--- src/jsl_pkg.sv ---
/*
 * Shared constants, carrier types and the 8b/10b symbol function for the
 * SYSREF alignment and lane packer of a dual-channel converter in wide-band mode.
 * Assumes a single 100 MHz system clock that stands in for the sample clock.
 */
package jsl_pkg;

    // Link geometry of the wide-band mode: eight lanes, two converters,
    // eight octets per frame, twenty samples per frame, sixteen frames per multiframe.
    localparam int JSL_NUM_CH = 2;
    localparam int JSL_LANES_PER_CH = 4;
    localparam int JSL_NUM_LANES = 8;
    localparam int JSL_OCTETS = 8;
    localparam int JSL_SMP_W = 12;
    localparam int JSL_SMP_PER_LANE = 5;
    localparam int JSL_PAD_W = 4;
    localparam int JSL_WORD_W = 64;
    localparam int JSL_SYM_W = 80;
    localparam int JSL_S_FRAME = 20;
    localparam int JSL_K_FRAMES = 16;
    localparam int JSL_CORE_DIV = 4;

    // Counter widths, last counts and values after reset.
    localparam int JSL_POS_W = 5;
    localparam int JSL_MF_W = 4;
    localparam logic [4:0] JSL_POS_LAST = 5'h13;
    localparam logic [3:0] JSL_MF_LAST = 4'hF;
    localparam logic [4:0] JSL_POS_RST = 5'h00;
    localparam logic [3:0] JSL_MF_RST = 4'h0;
    localparam logic [1:0] JSL_DIV4_RST = 2'h0;
    localparam logic [1:0] JSL_DIV4_LAST = 2'h3;
    localparam logic [7:0] JSL_DIV_RST = 8'h00;
    localparam logic [3:0] JSL_PAD = 4'h0;

    // 5b/6b and 3b/4b codes for negative running disparity, abcdei / fghj order.
    localparam logic [5:0] JSL_6B [32] = '{
        6'h27, 6'h1D, 6'h2D, 6'h31, 6'h35, 6'h29, 6'h19, 6'h38,
        6'h39, 6'h25, 6'h15, 6'h34, 6'h0D, 6'h2C, 6'h1C, 6'h17,
        6'h1B, 6'h23, 6'h13, 6'h32, 6'h0B, 6'h2A, 6'h1A, 6'h3A,
        6'h33, 6'h26, 6'h16, 6'h36, 6'h0E, 6'h2E, 6'h1E, 6'h2B};
    localparam logic [3:0] JSL_4B [8] = '{
        4'hB, 4'h9, 4'h5, 4'hC, 4'hD, 4'hA, 4'h6, 4'hE};
    localparam logic [3:0] JSL_4B_ALT7 = 4'h7;

    typedef struct packed {
        logic [JSL_SMP_W-1:0] b;
        logic [JSL_SMP_W-1:0] a;
    } jsl_smp_t;

    typedef logic [JSL_NUM_LANES-1:0][JSL_SYM_W-1:0] jsl_sym_arr_t;

    typedef struct packed {
        logic mf_start;
        jsl_sym_arr_t sym;
    } jsl_frame_t;

    typedef enum logic [1:0] {
        JSL_SYNC_WAIT = 2'b00,
        JSL_SYNC_LOCK = 2'b01,
        JSL_SYNC_MANUAL = 2'b10
    } jsl_sync_t;

    // Encodes one octet; returns {running disparity after, abcdei, fghj}.
    function automatic logic [10:0] jsl_enc(input logic [7:0] d, input logic rd);
        logic [5:0] c6;
        logic [3:0] c4;
        logic rd1;
        logic u6;
        logic u4;
        logic alt;
        c6 = JSL_6B[d[4:0]];
        u6 = ($countones(c6) != 3);
        if (rd && (u6 || d[4:0] == 5'h07))
            c6 = ~c6;
        rd1 = rd ^ u6;
        c4 = JSL_4B[d[7:5]];
        alt = (d[7:5] == 3'h7) &&
              ((!rd1 && (d[4:0] == 5'h11 || d[4:0] == 5'h12 || d[4:0] == 5'h14)) ||
               (rd1 && (d[4:0] == 5'h0B || d[4:0] == 5'h0D || d[4:0] == 5'h0E)));
        if (alt)
            c4 = JSL_4B_ALT7;
        u4 = ($countones(c4) != 2);
        if (rd1 && (u4 || d[7:5] == 3'h3))
            c4 = ~c4;
        return {rd1 ^ u4, c6, c4};
    endfunction

endpackage

--- src/jsl_skid_buf.sv ---
/*
 * Two-entry buffer with valid and ready on both sides; the head word and
 * the ready toward the filler both come straight from flip-flops.
 * Assumes synchronous active-low reset already released on sys_clk.
 */
`timescale 1ns/100ps
module jsl_skid_buf #(
    parameter int W = 8
) (
    input wire logic sys_clk, // System clock.
    input wire logic rst_n, // Synchronised reset, active low.
    input wire logic clk_en, // Freezes all state while low.
    input wire logic [W-1:0] in_data, // Word offered by the filler.
    input wire logic in_valid, // Filler offers a word.
    output logic in_ready, // Room for one more word.
    output logic [W-1:0] out_data, // Head word.
    output logic out_valid, // Head word is valid.
    input wire logic out_ready // Drain takes the head word.
);
    logic [W-1:0] skid_q;
    logic skid_v_q;
    logic push;
    logic pop;
    logic head_free;

    // The second entry absorbs a push made while the drain stalls.
    assign push = in_valid && in_ready;
    assign pop = out_valid && out_ready;
    assign head_free = !out_valid || pop;

    // Head entry refills from the second entry first, so order is kept.
    always_ff @(posedge sys_clk)
    begin
        if (!rst_n)
            out_valid <= 1'b0;
        else if (clk_en && head_free)
        begin
            out_valid <= skid_v_q || push;
            if (skid_v_q)
                out_data <= skid_q;
            else if (push)
                out_data <= in_data;
        end
    end

    // Second entry and the registered ready that it implies.
    always_ff @(posedge sys_clk)
    begin
        if (!rst_n)
        begin
            skid_v_q <= 1'b0;
            in_ready <= 1'b0;
        end
        else if (clk_en)
        begin
            if (push && (skid_v_q || !head_free))
            begin
                skid_q <= in_data;
                skid_v_q <= 1'b1;
                in_ready <= 1'b0;
            end
            else if (head_free)
            begin
                skid_v_q <= 1'b0;
                in_ready <= 1'b1;
            end
        end
    end

endmodule // jsl_skid_buf

--- src/jsl_lane_packer.sv ---
/*
 * SYSREF capture, divider and multiframe alignment, and the wide-band lane
 * packer with 8b/10b encoding for two 12-bit channels on eight lanes.
 * Assumes sys_clk stands in for the sample clock, one sample per channel
 * per accepted cycle; sysref_pin and arst_n are asynchronous, all other inputs are
 * synchronous to sys_clk.
 */
// Functional notes
// Subclass 1: sample SYSREF on device clock, align multiframe boundary to it.
// Bypass: SYSREF event resets divide-by-4, interleave dividers and LMFC.
// Decimation mode: event also resets decimator clock and NCO phase.
// After link-up in decimation mode, SYSREF is gated externally or internally.
// Controller supplies SYSREF before any configuration is loaded.
// Subclass 0: register-write trigger replaces SYSREF, latency not deterministic.
// Each lane packs five 12-bit samples plus four zero bits, 64 bits.
// Each 64-bit lane word passes 8b/10b encoding, 80 line bits.
// Word is MSB first; nibbles share octets; last octet ends 0000.
// Twenty samples per channel over four lanes, five consecutive per lane.
// Link is eight lanes, two converters, eight octets, twenty samples, K 16.
// K counts frames per multiframe; F counts octets per lane per frame.
// Local multiframe clock is frame clock divided by K.
// SYSREF period is an integer multiple of the multiframe period.
// SYSREF rate is sample clock over LCM(64, 20K) over an integer.
// Subclass 0: pulse, configure, mask dividers, pulse again for LMFC.
// Event is a rising sampled edge; only the first one restarts.
// Valid event restarts lane word assembly at sample 0.
`timescale 1ns/100ps
module jsl_lane_packer
    import jsl_pkg::*;
#(
    parameter int IL_DIV = 8,
    parameter int DEC_DIV = 8,
    parameter int FCW_W = 16
) (
    input wire logic sys_clk, // System clock, 100 MHz.
    input wire logic arst_n, // Asynchronous reset, active low.
    input wire logic clk_en, // Freezes all state except the reset synchroniser while low.
    input wire logic sysref_pin, // SYSREF strobe from the board.
    input wire logic subclass1, // High selects SYSREF, low the manual trigger.
    input wire logic ddc_mode, // High selects decimation mode.
    input wire logic sysref_gate, // Internal mask for external strobes.
    input wire logic div_mask, // Keeps triggers away from the core and interleave dividers.
    input wire logic manual_trig, // One-cycle trigger from register writes.
    input wire logic [FCW_W-1:0] nco_fcw, // Oscillator frequency word.
    input wire jsl_pkg::jsl_smp_t smp_in, // One sample of each channel.
    input wire logic smp_valid, // Sample pair offered.
    output logic smp_ready, // Sample pair taken when valid.
    output jsl_pkg::jsl_frame_t lane_out, // Eight encoded lane symbols.
    output logic lane_valid, // Encoded frame is valid.
    input wire logic lane_ready, // Receiver takes the frame.
    output logic [1:0] div4_phase, // Phase of the core divider.
    output logic [7:0] il_phase, // Phase of the interleave divider.
    output logic [7:0] dec_phase, // Phase of the decimator clock.
    output logic [FCW_W-1:0] nco_phase, // Oscillator phase.
    output logic lmfc_pulse, // One cycle at each multiframe end.
    output jsl_pkg::jsl_sync_t sync_state // Alignment status.
);
    import jsl_pkg::*;

    logic rst_s1;
    logic rst_n;
    logic sr_s1;
    logic sr_s2;
    logic sr_s3;
    logic sr_edge;
    logic ext_evt;
    logic man_evt;
    logic evt;
    logic div_rst;
    logic [JSL_POS_W-1:0] pos_q;
    logic [JSL_MF_W-1:0] mf_q;
    jsl_smp_t col_q [JSL_S_FRAME-1];
    jsl_smp_t frm [JSL_S_FRAME];
    logic [JSL_NUM_LANES-1:0][JSL_WORD_W-1:0] pw;
    logic [JSL_NUM_LANES-1:0] rd_q;
    logic [JSL_NUM_LANES-1:0] rd_d;
    jsl_frame_t frame_d;
    logic acc;
    logic push;
    logic fill_ready;

    // Reset enters asynchronously and is released through two flops.
    always_ff @(posedge sys_clk or negedge arst_n)
    begin
        if (!arst_n)
        begin
            rst_s1 <= 1'b0;
            rst_n <= 1'b0;
        end
        else
        begin
            rst_s1 <= 1'b1;
            rst_n <= rst_s1;
        end
    end

    // Two flops take the strobe into the clock domain; the third is for edges.
    always_ff @(posedge sys_clk)
    begin
        if (!rst_n)
        begin
            sr_s1 <= 1'b0;
            sr_s2 <= 1'b0;
            sr_s3 <= 1'b0;
        end
        else if (clk_en)
        begin
            sr_s1 <= sysref_pin;
            sr_s2 <= sr_s1;
            sr_s3 <= sr_s2;
        end
    end

    // A strobe counts only as a rising edge, only once, and not while masked.
    // Repeated strobes would otherwise disturb the oscillator phase.
    assign sr_edge = sr_s2 && !sr_s3;
    assign ext_evt = subclass1 && sr_edge && !sysref_gate &&
                     (sync_state == JSL_SYNC_WAIT);
    assign man_evt = !subclass1 && manual_trig;
    assign evt = ext_evt || man_evt;
    assign div_rst = evt && !div_mask;

    // Alignment status: waits for the first event, then holds; the manual state returns to waiting once subclass1 is high.
    always_ff @(posedge sys_clk)
    begin
        if (!rst_n)
            sync_state <= JSL_SYNC_WAIT;
        else if (clk_en)
        begin
            unique case (sync_state)
                JSL_SYNC_WAIT:
                begin
                    if (ext_evt)
                        sync_state <= JSL_SYNC_LOCK;
                    else if (man_evt)
                        sync_state <= JSL_SYNC_MANUAL;
                end
                JSL_SYNC_LOCK:
                    sync_state <= JSL_SYNC_LOCK;
                JSL_SYNC_MANUAL:
                begin
                    if (subclass1)
                        sync_state <= JSL_SYNC_WAIT;
                end
                default:
                    sync_state <= JSL_SYNC_WAIT;
            endcase
        end
    end

    // Core and interleave dividers restart together on an unmasked event.
    always_ff @(posedge sys_clk)
    begin
        if (!rst_n)
        begin
            div4_phase <= JSL_DIV4_RST;
            il_phase <= JSL_DIV_RST;
        end
        else if (clk_en)
        begin
            if (div_rst)
            begin
                div4_phase <= JSL_DIV4_RST;
                il_phase <= JSL_DIV_RST;
            end
            else
            begin
                div4_phase <= div4_phase + 2'h1;
                il_phase <= (il_phase == 8'(IL_DIV - 1)) ? JSL_DIV_RST : il_phase + 8'h01;
            end
        end
    end

    // Decimator clock and oscillator restart only in decimation mode.
    always_ff @(posedge sys_clk)
    begin
        if (!rst_n)
        begin
            dec_phase <= JSL_DIV_RST;
            nco_phase <= '0;
        end
        else if (clk_en)
        begin
            if (evt && ddc_mode)
            begin
                dec_phase <= JSL_DIV_RST;
                nco_phase <= '0;
            end
            else
            begin
                dec_phase <= (dec_phase == 8'(DEC_DIV - 1)) ? JSL_DIV_RST : dec_phase + 8'h01;
                nco_phase <= nco_phase + nco_fcw;
            end
        end
    end

    // Sample acceptance; the buffer's ready stalls the source directly.
    assign smp_ready = fill_ready;
    assign acc = smp_valid && fill_ready && clk_en;
    assign push = acc && !evt && (pos_q == JSL_POS_LAST);

    // Frame position is the frame clock, sample clock over twenty.
    // Multiframe count divides frames by K.
    always_ff @(posedge sys_clk)
    begin
        if (!rst_n)
        begin
            pos_q <= JSL_POS_RST;
            mf_q <= JSL_MF_RST;
            lmfc_pulse <= 1'b0;
        end
        else if (clk_en)
        begin
            lmfc_pulse <= push && (mf_q == JSL_MF_LAST);
            if (evt)
            begin
                pos_q <= JSL_POS_RST;
                mf_q <= JSL_MF_RST;
            end
            else if (acc)
            begin
                pos_q <= (pos_q == JSL_POS_LAST) ? JSL_POS_RST : pos_q + 5'h01;
                if (pos_q == JSL_POS_LAST)
                    mf_q <= mf_q + 4'h1;
            end
        end
    end

    // Collects the first nineteen pairs; the twentieth goes straight to the encoder.
    always_ff @(posedge sys_clk)
    begin
        if (acc && !evt && pos_q != JSL_POS_LAST)
            col_q[pos_q] <= smp_in;
    end

    // Assembles the frame: lane words, then 8b/10b with per-lane disparity.
    always_comb
    begin
        logic [10:0] enc;
        logic rd;
        enc = '0;
        rd = 1'b0;
        for (int i = 0; i < JSL_S_FRAME - 1; i++)
            frm[i] = col_q[i];
        frm[JSL_S_FRAME-1] = smp_in;
        frame_d.mf_start = (mf_q == JSL_MF_RST);
        for (int l = 0; l < JSL_LANES_PER_CH; l++)
        begin
            pw[l] = {frm[5*l].a, frm[5*l+1].a, frm[5*l+2].a,
                     frm[5*l+3].a, frm[5*l+4].a, JSL_PAD};
            pw[l+JSL_LANES_PER_CH] = {frm[5*l].b, frm[5*l+1].b, frm[5*l+2].b,
                                      frm[5*l+3].b, frm[5*l+4].b, JSL_PAD};
        end
        for (int l = 0; l < JSL_NUM_LANES; l++)
        begin
            rd = rd_q[l];
            for (int o = 0; o < JSL_OCTETS; o++)
            begin
                enc = jsl_enc(pw[l][JSL_WORD_W-1-8*o -: 8], rd);
                frame_d.sym[l][JSL_SYM_W-1-10*o -: 10] = enc[9:0];
                rd = enc[10];
            end
            rd_d[l] = rd;
        end
    end

    // Running disparity carries over from frame to frame on each lane.
    always_ff @(posedge sys_clk)
    begin
        if (!rst_n)
            rd_q <= '0;
        else if (push)
            rd_q <= rd_d;
    end

    // A stalled receiver loses no frame: the buffer holds two.
    jsl_skid_buf #(
        .W($bits(jsl_frame_t))
    ) u_buf (
        .sys_clk(sys_clk),
        .rst_n(rst_n),
        .clk_en(clk_en),
        .in_data(frame_d),
        .in_valid(push),
        .in_ready(fill_ready),
        .out_data(lane_out),
        .out_valid(lane_valid),
        .out_ready(lane_ready)
    );

    a_edge_align: assert property (@(posedge sys_clk) disable iff (!rst_n)
        clk_en && ext_evt |=> pos_q == JSL_POS_RST && mf_q == JSL_MF_RST
            && sync_state == JSL_SYNC_LOCK)
        else $error("Multiframe not aligned after strobe.");
    a_div_restart: assert property (@(posedge sys_clk) disable iff (!rst_n)
        clk_en && div_rst |=> div4_phase == JSL_DIV4_RST && il_phase == JSL_DIV_RST
            ##1 (!clk_en || div_rst || div4_phase == 2'h1))
        else $error("Dividers did not restart.");
    a_ddc_restart: assert property (@(posedge sys_clk) disable iff (!rst_n)
        clk_en && evt && ddc_mode |=> dec_phase == JSL_DIV_RST && nco_phase == '0)
        else $error("Decimator or oscillator not reset.");
    a_gate_blocks: assert property (@(posedge sys_clk) disable iff (!rst_n)
        clk_en && subclass1 && sysref_gate && sync_state == JSL_SYNC_WAIT
            |=> sync_state == JSL_SYNC_WAIT)
        else $error("Masked strobe was taken.");
    a_manual_trig: assert property (@(posedge sys_clk) disable iff (!rst_n)
        clk_en && !subclass1 && manual_trig |=> pos_q == JSL_POS_RST && mf_q == JSL_MF_RST)
        else $error("Manual trigger ignored.");
    a_lane_pack: assert property (@(posedge sys_clk) disable iff (!rst_n)
        push |-> pw[1][63:52] == frm[5].a && pw[7][15:4] == frm[19].b
            && pw[0][3:0] == JSL_PAD && pw[4][51:48] == frm[1].b[11:8])
        else $error("Lane word packing wrong.");
    a_sym_balance: assert property (@(posedge sys_clk) disable iff (!rst_n)
        lane_valid |-> $countones(lane_out.sym[3][9:0]) inside {4, 5, 6}
            && $countones(lane_out.sym[6][79:70]) inside {4, 5, 6})
        else $error("Symbol disparity out of range.");
    a_frame_len: assert property (@(posedge sys_clk) disable iff (!rst_n)
        push |-> pos_q == JSL_POS_LAST ##1 (pos_q == JSL_POS_RST || $past(evt)))
        else $error("Frame length is not twenty.");
    a_mf_wrap: assert property (@(posedge sys_clk) disable iff (!rst_n)
        push && mf_q == JSL_MF_LAST |=> mf_q == JSL_MF_RST && lmfc_pulse)
        else $error("Multiframe did not wrap after K frames.");
    a_first_only: assert property (@(posedge sys_clk) disable iff (!rst_n)
        sync_state == JSL_SYNC_LOCK |-> !ext_evt)
        else $error("Later strobe restarted the counters.");
    a_hold_stall: assert property (@(posedge sys_clk) disable iff (!rst_n)
        lane_valid && !lane_ready |=> lane_valid && $stable(lane_out))
        else $error("Stalled frame changed.");

    c_lock: cover property (@(posedge sys_clk) disable iff (!rst_n)
        ext_evt ##[1:100] push);
    c_stall_full: cover property (@(posedge sys_clk) disable iff (!rst_n)
        lane_valid && !lane_ready && !fill_ready);
    c_mf_end: cover property (@(posedge sys_clk) disable iff (!rst_n) lmfc_pulse);
    c_manual: cover property (@(posedge sys_clk) disable iff (!rst_n)
        man_evt && div_mask);

endmodule // jsl_lane_packer

--- config.mk ---
export PLATFORM = sky130hd
export DESIGN_NAME = jsl_lane_packer
export DESIGN_NICKNAME = d
export VERILOG_FILES = /design/src/jsl_pkg.sv /design/src/jsl_skid_buf.sv /design/src/jsl_lane_packer.sv
export SDC_FILE = /design/constraint.sdc
export NUM_CORES = 2
export LEC_CHECK = 0
export ABC_CLOCK_PERIOD_IN_PS = 106900
export BUFFER_PORTS_ARGS = -buffer_cell sky130_fd_sc_hd__buf_2
export CORE_AREA = 3 3 440 442
export DETAILED_ROUTE_END_ITERATION = 7
export DIE_AREA = 0 0 443 445
export PLACE_DENSITY = 0.74
export SETUP_SLACK_MARGIN = 0.5
export SLEW_MARGIN = 30
export SYNTH_ARGS = -nofsm -noshare
export SYNTH_HDL_FRONTEND = slang
export SYNTH_SLANG_ARGS = --single-unit
--- constraint.sdc ---
create_clock -name sys_clk -period 106.9 [get_ports sys_clk]
set_input_delay 10.69 -clock sys_clk [delete_from_list [all_inputs] [get_ports sys_clk]]
set_output_delay 10.69 -clock sys_clk [all_outputs]
set_load 0.1 [all_outputs]
Word level (Yosys, flattened, before mapping)
Memories as Yosys holds them, arrays and structs flattened.
Index checks and enable logic that the tools add are counted.
{"block": "word_totals", "ramBits": 456, "register_bits": 1344, "n_memories": 129, "romBits": 14336, "in_bits": 51, "latch_bits": 0, "output_inout_bits": 680}
{"name": "col_q", "words": 19, "width": 24, "rd": 19, "rd_clocked_by_memory_dff": 0, "wr": 1, "line": "jsl_lane_packer.sv:72", "text": "jsl_smp_t col_q [JSL_S_FRAME-1];"}
{"name": "(name not given)", "words": 32, "width": 6, "rd": 1, "rd_clocked_by_memory_dff": 0, "wr": 0, "line": "jsl_pkg.sv:71", "text": "c6 = JSL_6B[d[4:0]];"}
{"name": "(name not given)", "words": 32, "width": 6, "rd": 1, "rd_clocked_by_memory_dff": 0, "wr": 0, "line": "jsl_pkg.sv:71"}
{"name": "(name not given)", "words": 32, "width": 6, "rd": 1, "rd_clocked_by_memory_dff": 0, "wr": 0, "line": "jsl_pkg.sv:71"}
{"name": "(name not given)", "words": 32, "width": 6, "rd": 1, "rd_clocked_by_memory_dff": 0, "wr": 0, "line": "jsl_pkg.sv:71"}
{"name": "(name not given)", "words": 32, "width": 6, "rd": 1, "rd_clocked_by_memory_dff": 0, "wr": 0, "line": "jsl_pkg.sv:71"}
{"name": "123 more memories"}
{"block": "op_classes", "shift": 0, "bitwise_logic": 384, "magnitude_cmp": 128, "mux": 464, "n_eq_ne": 649, "mul": 0, "addsub": 518, "div_mod_pow": 0, "reduce_logical": 792}
{"operator": "$mux W641", "n": 2}
{"operator": "$mux W6", "n": 192}
{"operator": "$mux W4", "n": 251}
{"operator": "$eq A5 B5 Y1 const B", "n": 169}
{"operator": "$eq A5 B4 Y1 const B", "n": 168}
{"operator": "$add A1 B1 Y2", "n": 320}
{"operator": "$logic_or A1 B1 Y1", "n": 404}
{"operator": "$add A2 B2 Y3", "n": 128}
{"operator": "$ge A6 B6 Y1 const B", "n": 64}
{"operator": "$not A5 Y6", "n": 64}
{"operator": "$not A6 Y6", "n": 64}
{"operator": "$logic_and A1 B1 Y1", "n": 313}
{"operator": "$eq A5 B3 Y1 const B", "n": 56}
{"operator": "$add A3 B2 Y4", "n": 64}
{"operator": "$ge A4 B4 Y1 const B", "n": 64}
{"operator": "$ne A4 B2 Y1 const B", "n": 64}
{"operator": "$not A3 Y4", "n": 64}
{"operator": "$not A4 Y4", "n": 64}
{"operator": "$eq A3 B2 Y1 const B", "n": 64}
{"operator": "$ne A3 B2 Y1 const B", "n": 64}
{"operator": "$eq A3 B3 Y1 const B", "n": 56}
{"operator": "$xor A1 B1 Y1", "n": 128}
{"operator": "$logic_not A1 Y1", "n": 63}
{"operator": "$mux W8", "n": 4}
{"operator": "other kinds (22)", "n": 41}

Longest topological paths before layout
An unclocked memory read counts as a cell.
{"block": "depth", "word_depth": 84, "depth_mapped": 106}

By module
From an unflattened synthesis, not the netlist that was laid out.
{"block": "unflattened", "cells_unflattened": 8825, "hier_area_um2": 106633.5}
{"mod": "jsl_lane_packer", "instances": 1, "area_per_inst_um2": 59935.0, "cells_each": 6808, "seq_area_each_um2": 14884.3}
{"mod": "jsl_skid_buf", "instances": 1, "area_per_inst_um2": 46698.5, "cells_each": 2017, "seq_area_each_um2": 38557.0}

Least setup slack after synthesis
OpenSTA, ideal clock, no wires.
{"block": "synth_path", "path_kind": "input-to-reg", "start": "input port subclass1", "end": "register u_buf.out_data[0], enable pin", "setup_slack_ps": 48550, "t_required_ps": 104421, "setup_time_ps": 2479, "path_stages": 6, "arrival_time_ps": 55872, "path_cell_list": "nor4bb_1 -> a21o_1 -> or3_1 -> nor2_1 -> nor2_1 -> nor3b_1"}
{"block": "synth_between", "elab_chain_cells": 10, "elab_cells_between_ends": 12}
{"element": "start, declared", "line": "jsl_lane_packer.sv:39", "text": "input wire logic subclass1,"}
{"element": "$logic_and A1 B1 Y1 (3 in series)", "line": "jsl_lane_packer.sv:117", "text": "assign ext_evt = subclass1 && sr_edge && !sysref_gate &&"}
{"element": "$logic_or A1 B1 Y1 *", "line": "jsl_lane_packer.sv:120", "text": "assign evt = ext_evt || man_evt;"}
{"element": "$logic_not A1 Y1 *", "line": "jsl_lane_packer.sv:200", "text": "assign push = acc && !evt && (pos_q == JSL_POS_LAST);"}
{"element": "$logic_and A1 B1 Y1 * (2 in series)", "line": "jsl_lane_packer.sv:200"}
{"element": "$logic_and A1 B1 Y1 *", "line": "jsl_skid_buf.sv:27", "text": "assign push = in_valid && in_ready;"}
{"element": "$reduce_bool A2 Y1 (no line) *"}
{"element": "$reduce_and A3 Y1 (no line) *"}
{"element": "end signal, assigned", "line": "jsl_skid_buf.sv:40", "text": "out_data <= skid_q;"}
{"element": "end signal, assigned", "line": "jsl_skid_buf.sv:42", "text": "out_data <= in_data;"}
{"element": "end, declared", "line": "jsl_skid_buf.sv:16", "text": "output logic [W-1:0] out_data,"}
Every way passes the cells marked *; elsewhere a longest branch is shown, timed or not.
A chain may end at the register's enable or synchronous reset.

==> impl_metrics.yaml <==
timing:
  fin_hold_ws_ns: 0.362
  rsz0062_at_grt: "no"
  min_period_ns: 24.96
  finClkSkew_ns: 0.0349
  slew_headroom: 0.320
  drv_slew: 0
  tns_ns: 0
  clock.fmax_mhz: 40.1
  worst_pin_slew_ns: 1.02
  setup_violations: 0
  fin_crit_sh: 0.233
  hold_viol_final: 0
grt:
  track_usage: 0.253
  overflow: 0
  grt_pass1_wl_mm: 389
  grt_pass1_vias: 67600
  grt_max_degree: 172
  antenna_found_initial: 20
clock_network:
  cts_tree: "yes"
  clk_path_buf_depth: 3
  clock_sinks: 1752
  htreeDepth: 4
  clk_latency_ns: 0.84
  postCtsResizedCells: 0
  ctsHoldBuffers: 0
  root_buffer: "clkbuf_16"
  clk_pin_slew_ns: 0.06
  cts_buffers: 186
  cts_setup_buffers: 0
setup_path:
  rr_startpoint: "col_q[5][4]"
  slowest_delay_ns: 0.71
  slowest_stage: "or4b_2"
  cp.depth: 90
  cp.arrival_ns: 25.53
  critPathTopFamily: "adder cells"
  crit_path_start: "col_q[5][4]"
  cp_num_buf_inv: 12
  path_max_fanout: 11
  start_kind: "flop"
  worstRegToRegCells: 90
  cp_common_cell: "ha_1"
  critPathKind: "flop to flop"
  crit_path_end_kind: "flop"
  critPathRequiredTime_ns: 107.47
yosys:
  seq_area_frac_synth: 0.499
  avgSynthCellArea_sq_um: 11.8
  synth_flop_cell: "edfxtp_1"
  syn_inst: 8858
  syn_area_sq_mm: 0.104
  ys_warn_count: 0
  synth_edf_count: 1690
  synth_nets: 9687
  ys_ff_latch: 1752
  synth_cell_type_count: 88
  synthArstFlopShare: 0.00114
power:
  leakage_nw: 44.7
  p_seq_frac: 0.485
  p_sw_mw: 0.367
  combPwrFrac: 0.090
  ir_drop_mv: 0.0141
  power.density_mw_per_mm2: 13.6
  cellInternalPower_mw: 1.22
  netSwitchingFraction: 0.232
  clkPwrFrac: 0.425
routing:
  drcViolationCount: 0
  vias: 69400
  drtIter0Drc: 6280
  drt_first_pass_iters: 8
  post_drt_wl_per_cell_um: 21.1
  routed_wl_mm: 255
  viasPerCell: 5.74
  drtAntennaViolNets: 0
placement:
  placed_cell_area_sq_mm: 0.110
  hpwl_mm: 179
  io_buffer_count: 730
  gp_congestion: 0.894
  dp_cells: 11700
hold_path:
  min_from: "rst_s1"
  whs_path_depth: 0
  hold_class: "flop to flop"
floorplan:
  die_h_um: 445
  rows: 160
  core_sq_mm: 0.190
  die_area_sq_mm: 0.197
  design.portCount: 731
  die_w_um: 443
  start_util: 0.549
run:
  maxCapViolCount: 0
finish:
  drive_above_1_share: 0.190
  instances_no_fill: 12100
  fin_nets: 10300
  final_area_sq_mm: 0.117
  area_growth_pct: 11.9
run_status:
  status: "completed"
power groups by stage:
| stage | combinational (mW) | sequential [mW] | clock [mW] |
|---|---|---|---|
| floorplan | 0.0952 | 0.789 | 0 |
| global placement | 0.137 | 0.783 | 0 |
| detailed placement | 0.140 | 0.783 | 0 |
| CTS | 0.143 | 0.768 | 0.687 |
| global route | 0.156 | 0.768 | 0.714 |
| finish | 0.142 | 0.768 | 0.674 |
area by class of cell:
type                       count  area [sq um]
antenna                        5          12.5
clock buffer                 223          4930
clock inverter               125          1460
fill                       14400         73300
inverter                     879          3300
multi-input combinational   5810         47500
sequential                  1752         52000
tap                         2511          3140
timing repair buffer         792          4330
per-layer routing:
metal	global-route usage	share of wire	vias up
li1	-	-	32600
met1	0.317	0.39	34000
met2	0.415	0.48	2281
met3	0.0317	0.056	570
met4	0.164	0.073	2
met5	0	0.000035	-
logic make-up after synthesis:
family,Yosys count,share of synthesized area
fa+ha+maj,786,0.111
compound gates,1417,0.0845
mux,863,0.0956
other cells,1,0.0000360
flops,1752,0.499
simple gates,1861,0.0849
buf+inv,1296,0.0476
xor+xnor,882,0.0777
placed cells by master, fill, tap and decap left out, types with 25 or more instances in the layout:
master     count
clkbuf_1      26
buf_2        729
inv_1        873
ha_1         545
nand3b_1      68
a21o_1        32
nand2_1      539
mux4_2        46
nor2_1       570
xnor2_1      523
mux2_2       607
clkinv_1      33
a21oi_1      410
nand4_1       25
fa_1         233
dfxtp_1       59
nor3b_1       69
o211ai_1      54
a31oi_1       43
o21ai_0      468
nand3_1      115
xor2_1       329
o221ai_1      29
clkinv_2      29
buf_4         46
clkbuf_16    188
bufinv_16     25
edfxtp_1    1690
a221oi_1      54
nor3_1        94
mux2i_1      210
o311ai_0      61
nor2b_1      173
nand2b_1      82
a311oi_1      26
sequential cells by signal, indices dropped and copies added (netlist names):
name / flops
u_buf.out_data: 617
u_buf.skid_q: 617
col_q: 456
nco_phase: 16
dec_phase: 8
il_phase: 8
rd_q: 8
pos_q: 5
mf_q: 4
div4_phase: 2
sync_state: 2
lmfc_pulse: 1
rst_n: 1
rst_s1: 1
sr_s1: 1
sr_s2: 1
sr_s3: 1
u_buf.in_ready: 1
u_buf.out_valid: 1
u_buf.skid_v_q: 1
Yosys cell counts (18+ instances only):
master,instances,share of area
o21a_1,18,0.0013
buf_1,20,0.00072
a211oi_1,20,0.0014
xnor2_1,523,0.044
mux2_2,607,0.066
a311oi_1,26,0.0022
a21oi_1,410,0.020
clkbuf_1,370,0.013
edfxtp_1,1690,0.49
inv_1,873,0.031
o311ai_0,61,0.0051
o21ai_0,468,0.022
fa_1,233,0.045
nand2b_1,82,0.0049
mux4_2,46,0.0099
o211ai_1,54,0.0039
a31oi_1,43,0.0026
ha_1,545,0.065
buf_4,24,0.0017
a221oi_1,54,0.0045
nor2b_1,173,0.010
nand4_1,25,0.0015
nor2_1,591,0.021
a21o_1,32,0.0023
xor2_1,329,0.028
mux2i_1,210,0.020
nor3_1,94,0.0045
nor3b_1,71,0.0051
nand3_1,115,0.0055
o221ai_1,29,0.0024
nand3b_1,68,0.0049
nand2_1,539,0.019
dfxtp_1,60,0.012
a2111oi_0,22,0.0018
worst reg2reg max path: cells and delay by family, from the launching register on:
family / cells / cell delay (ns)
DFF: 1 / 0.50
xor gates and xnor gates: 17 / 5.42
and+or+nand+nor: 22 / 6.39
adders and majority gates: 26 / 8.70
AOI/OAI and AO/OA: 9 / 1.66
muxes: 4 / 1.19
buffers and inverters: 12 / 0.83
metrics by stage:
step	util	setup slack, ns	power, mW
CTS	0.613	81.98	1.60
finish	0.614	81.94	1.58
detailed placement	0.580	82.11	0.923
global placement	0.579	82.90	0.919
floorplan	-	48.55	0.884
global route	0.614	79.91	1.64
path summary, 6_finish.rpt:
kind	slack [ns]	to
worst max-delay path	81.94	u_buf.out_data[80]
worst min-delay path	0.36	rst_n
worst max register to register	81.94	u_buf.out_data[80]
worst min register to register	0.36	rst_n
max in group asynchronous	97.15	rst_n
min in group asynchronous	9.64	rst_s1
(Power assumes the default switching activity.)
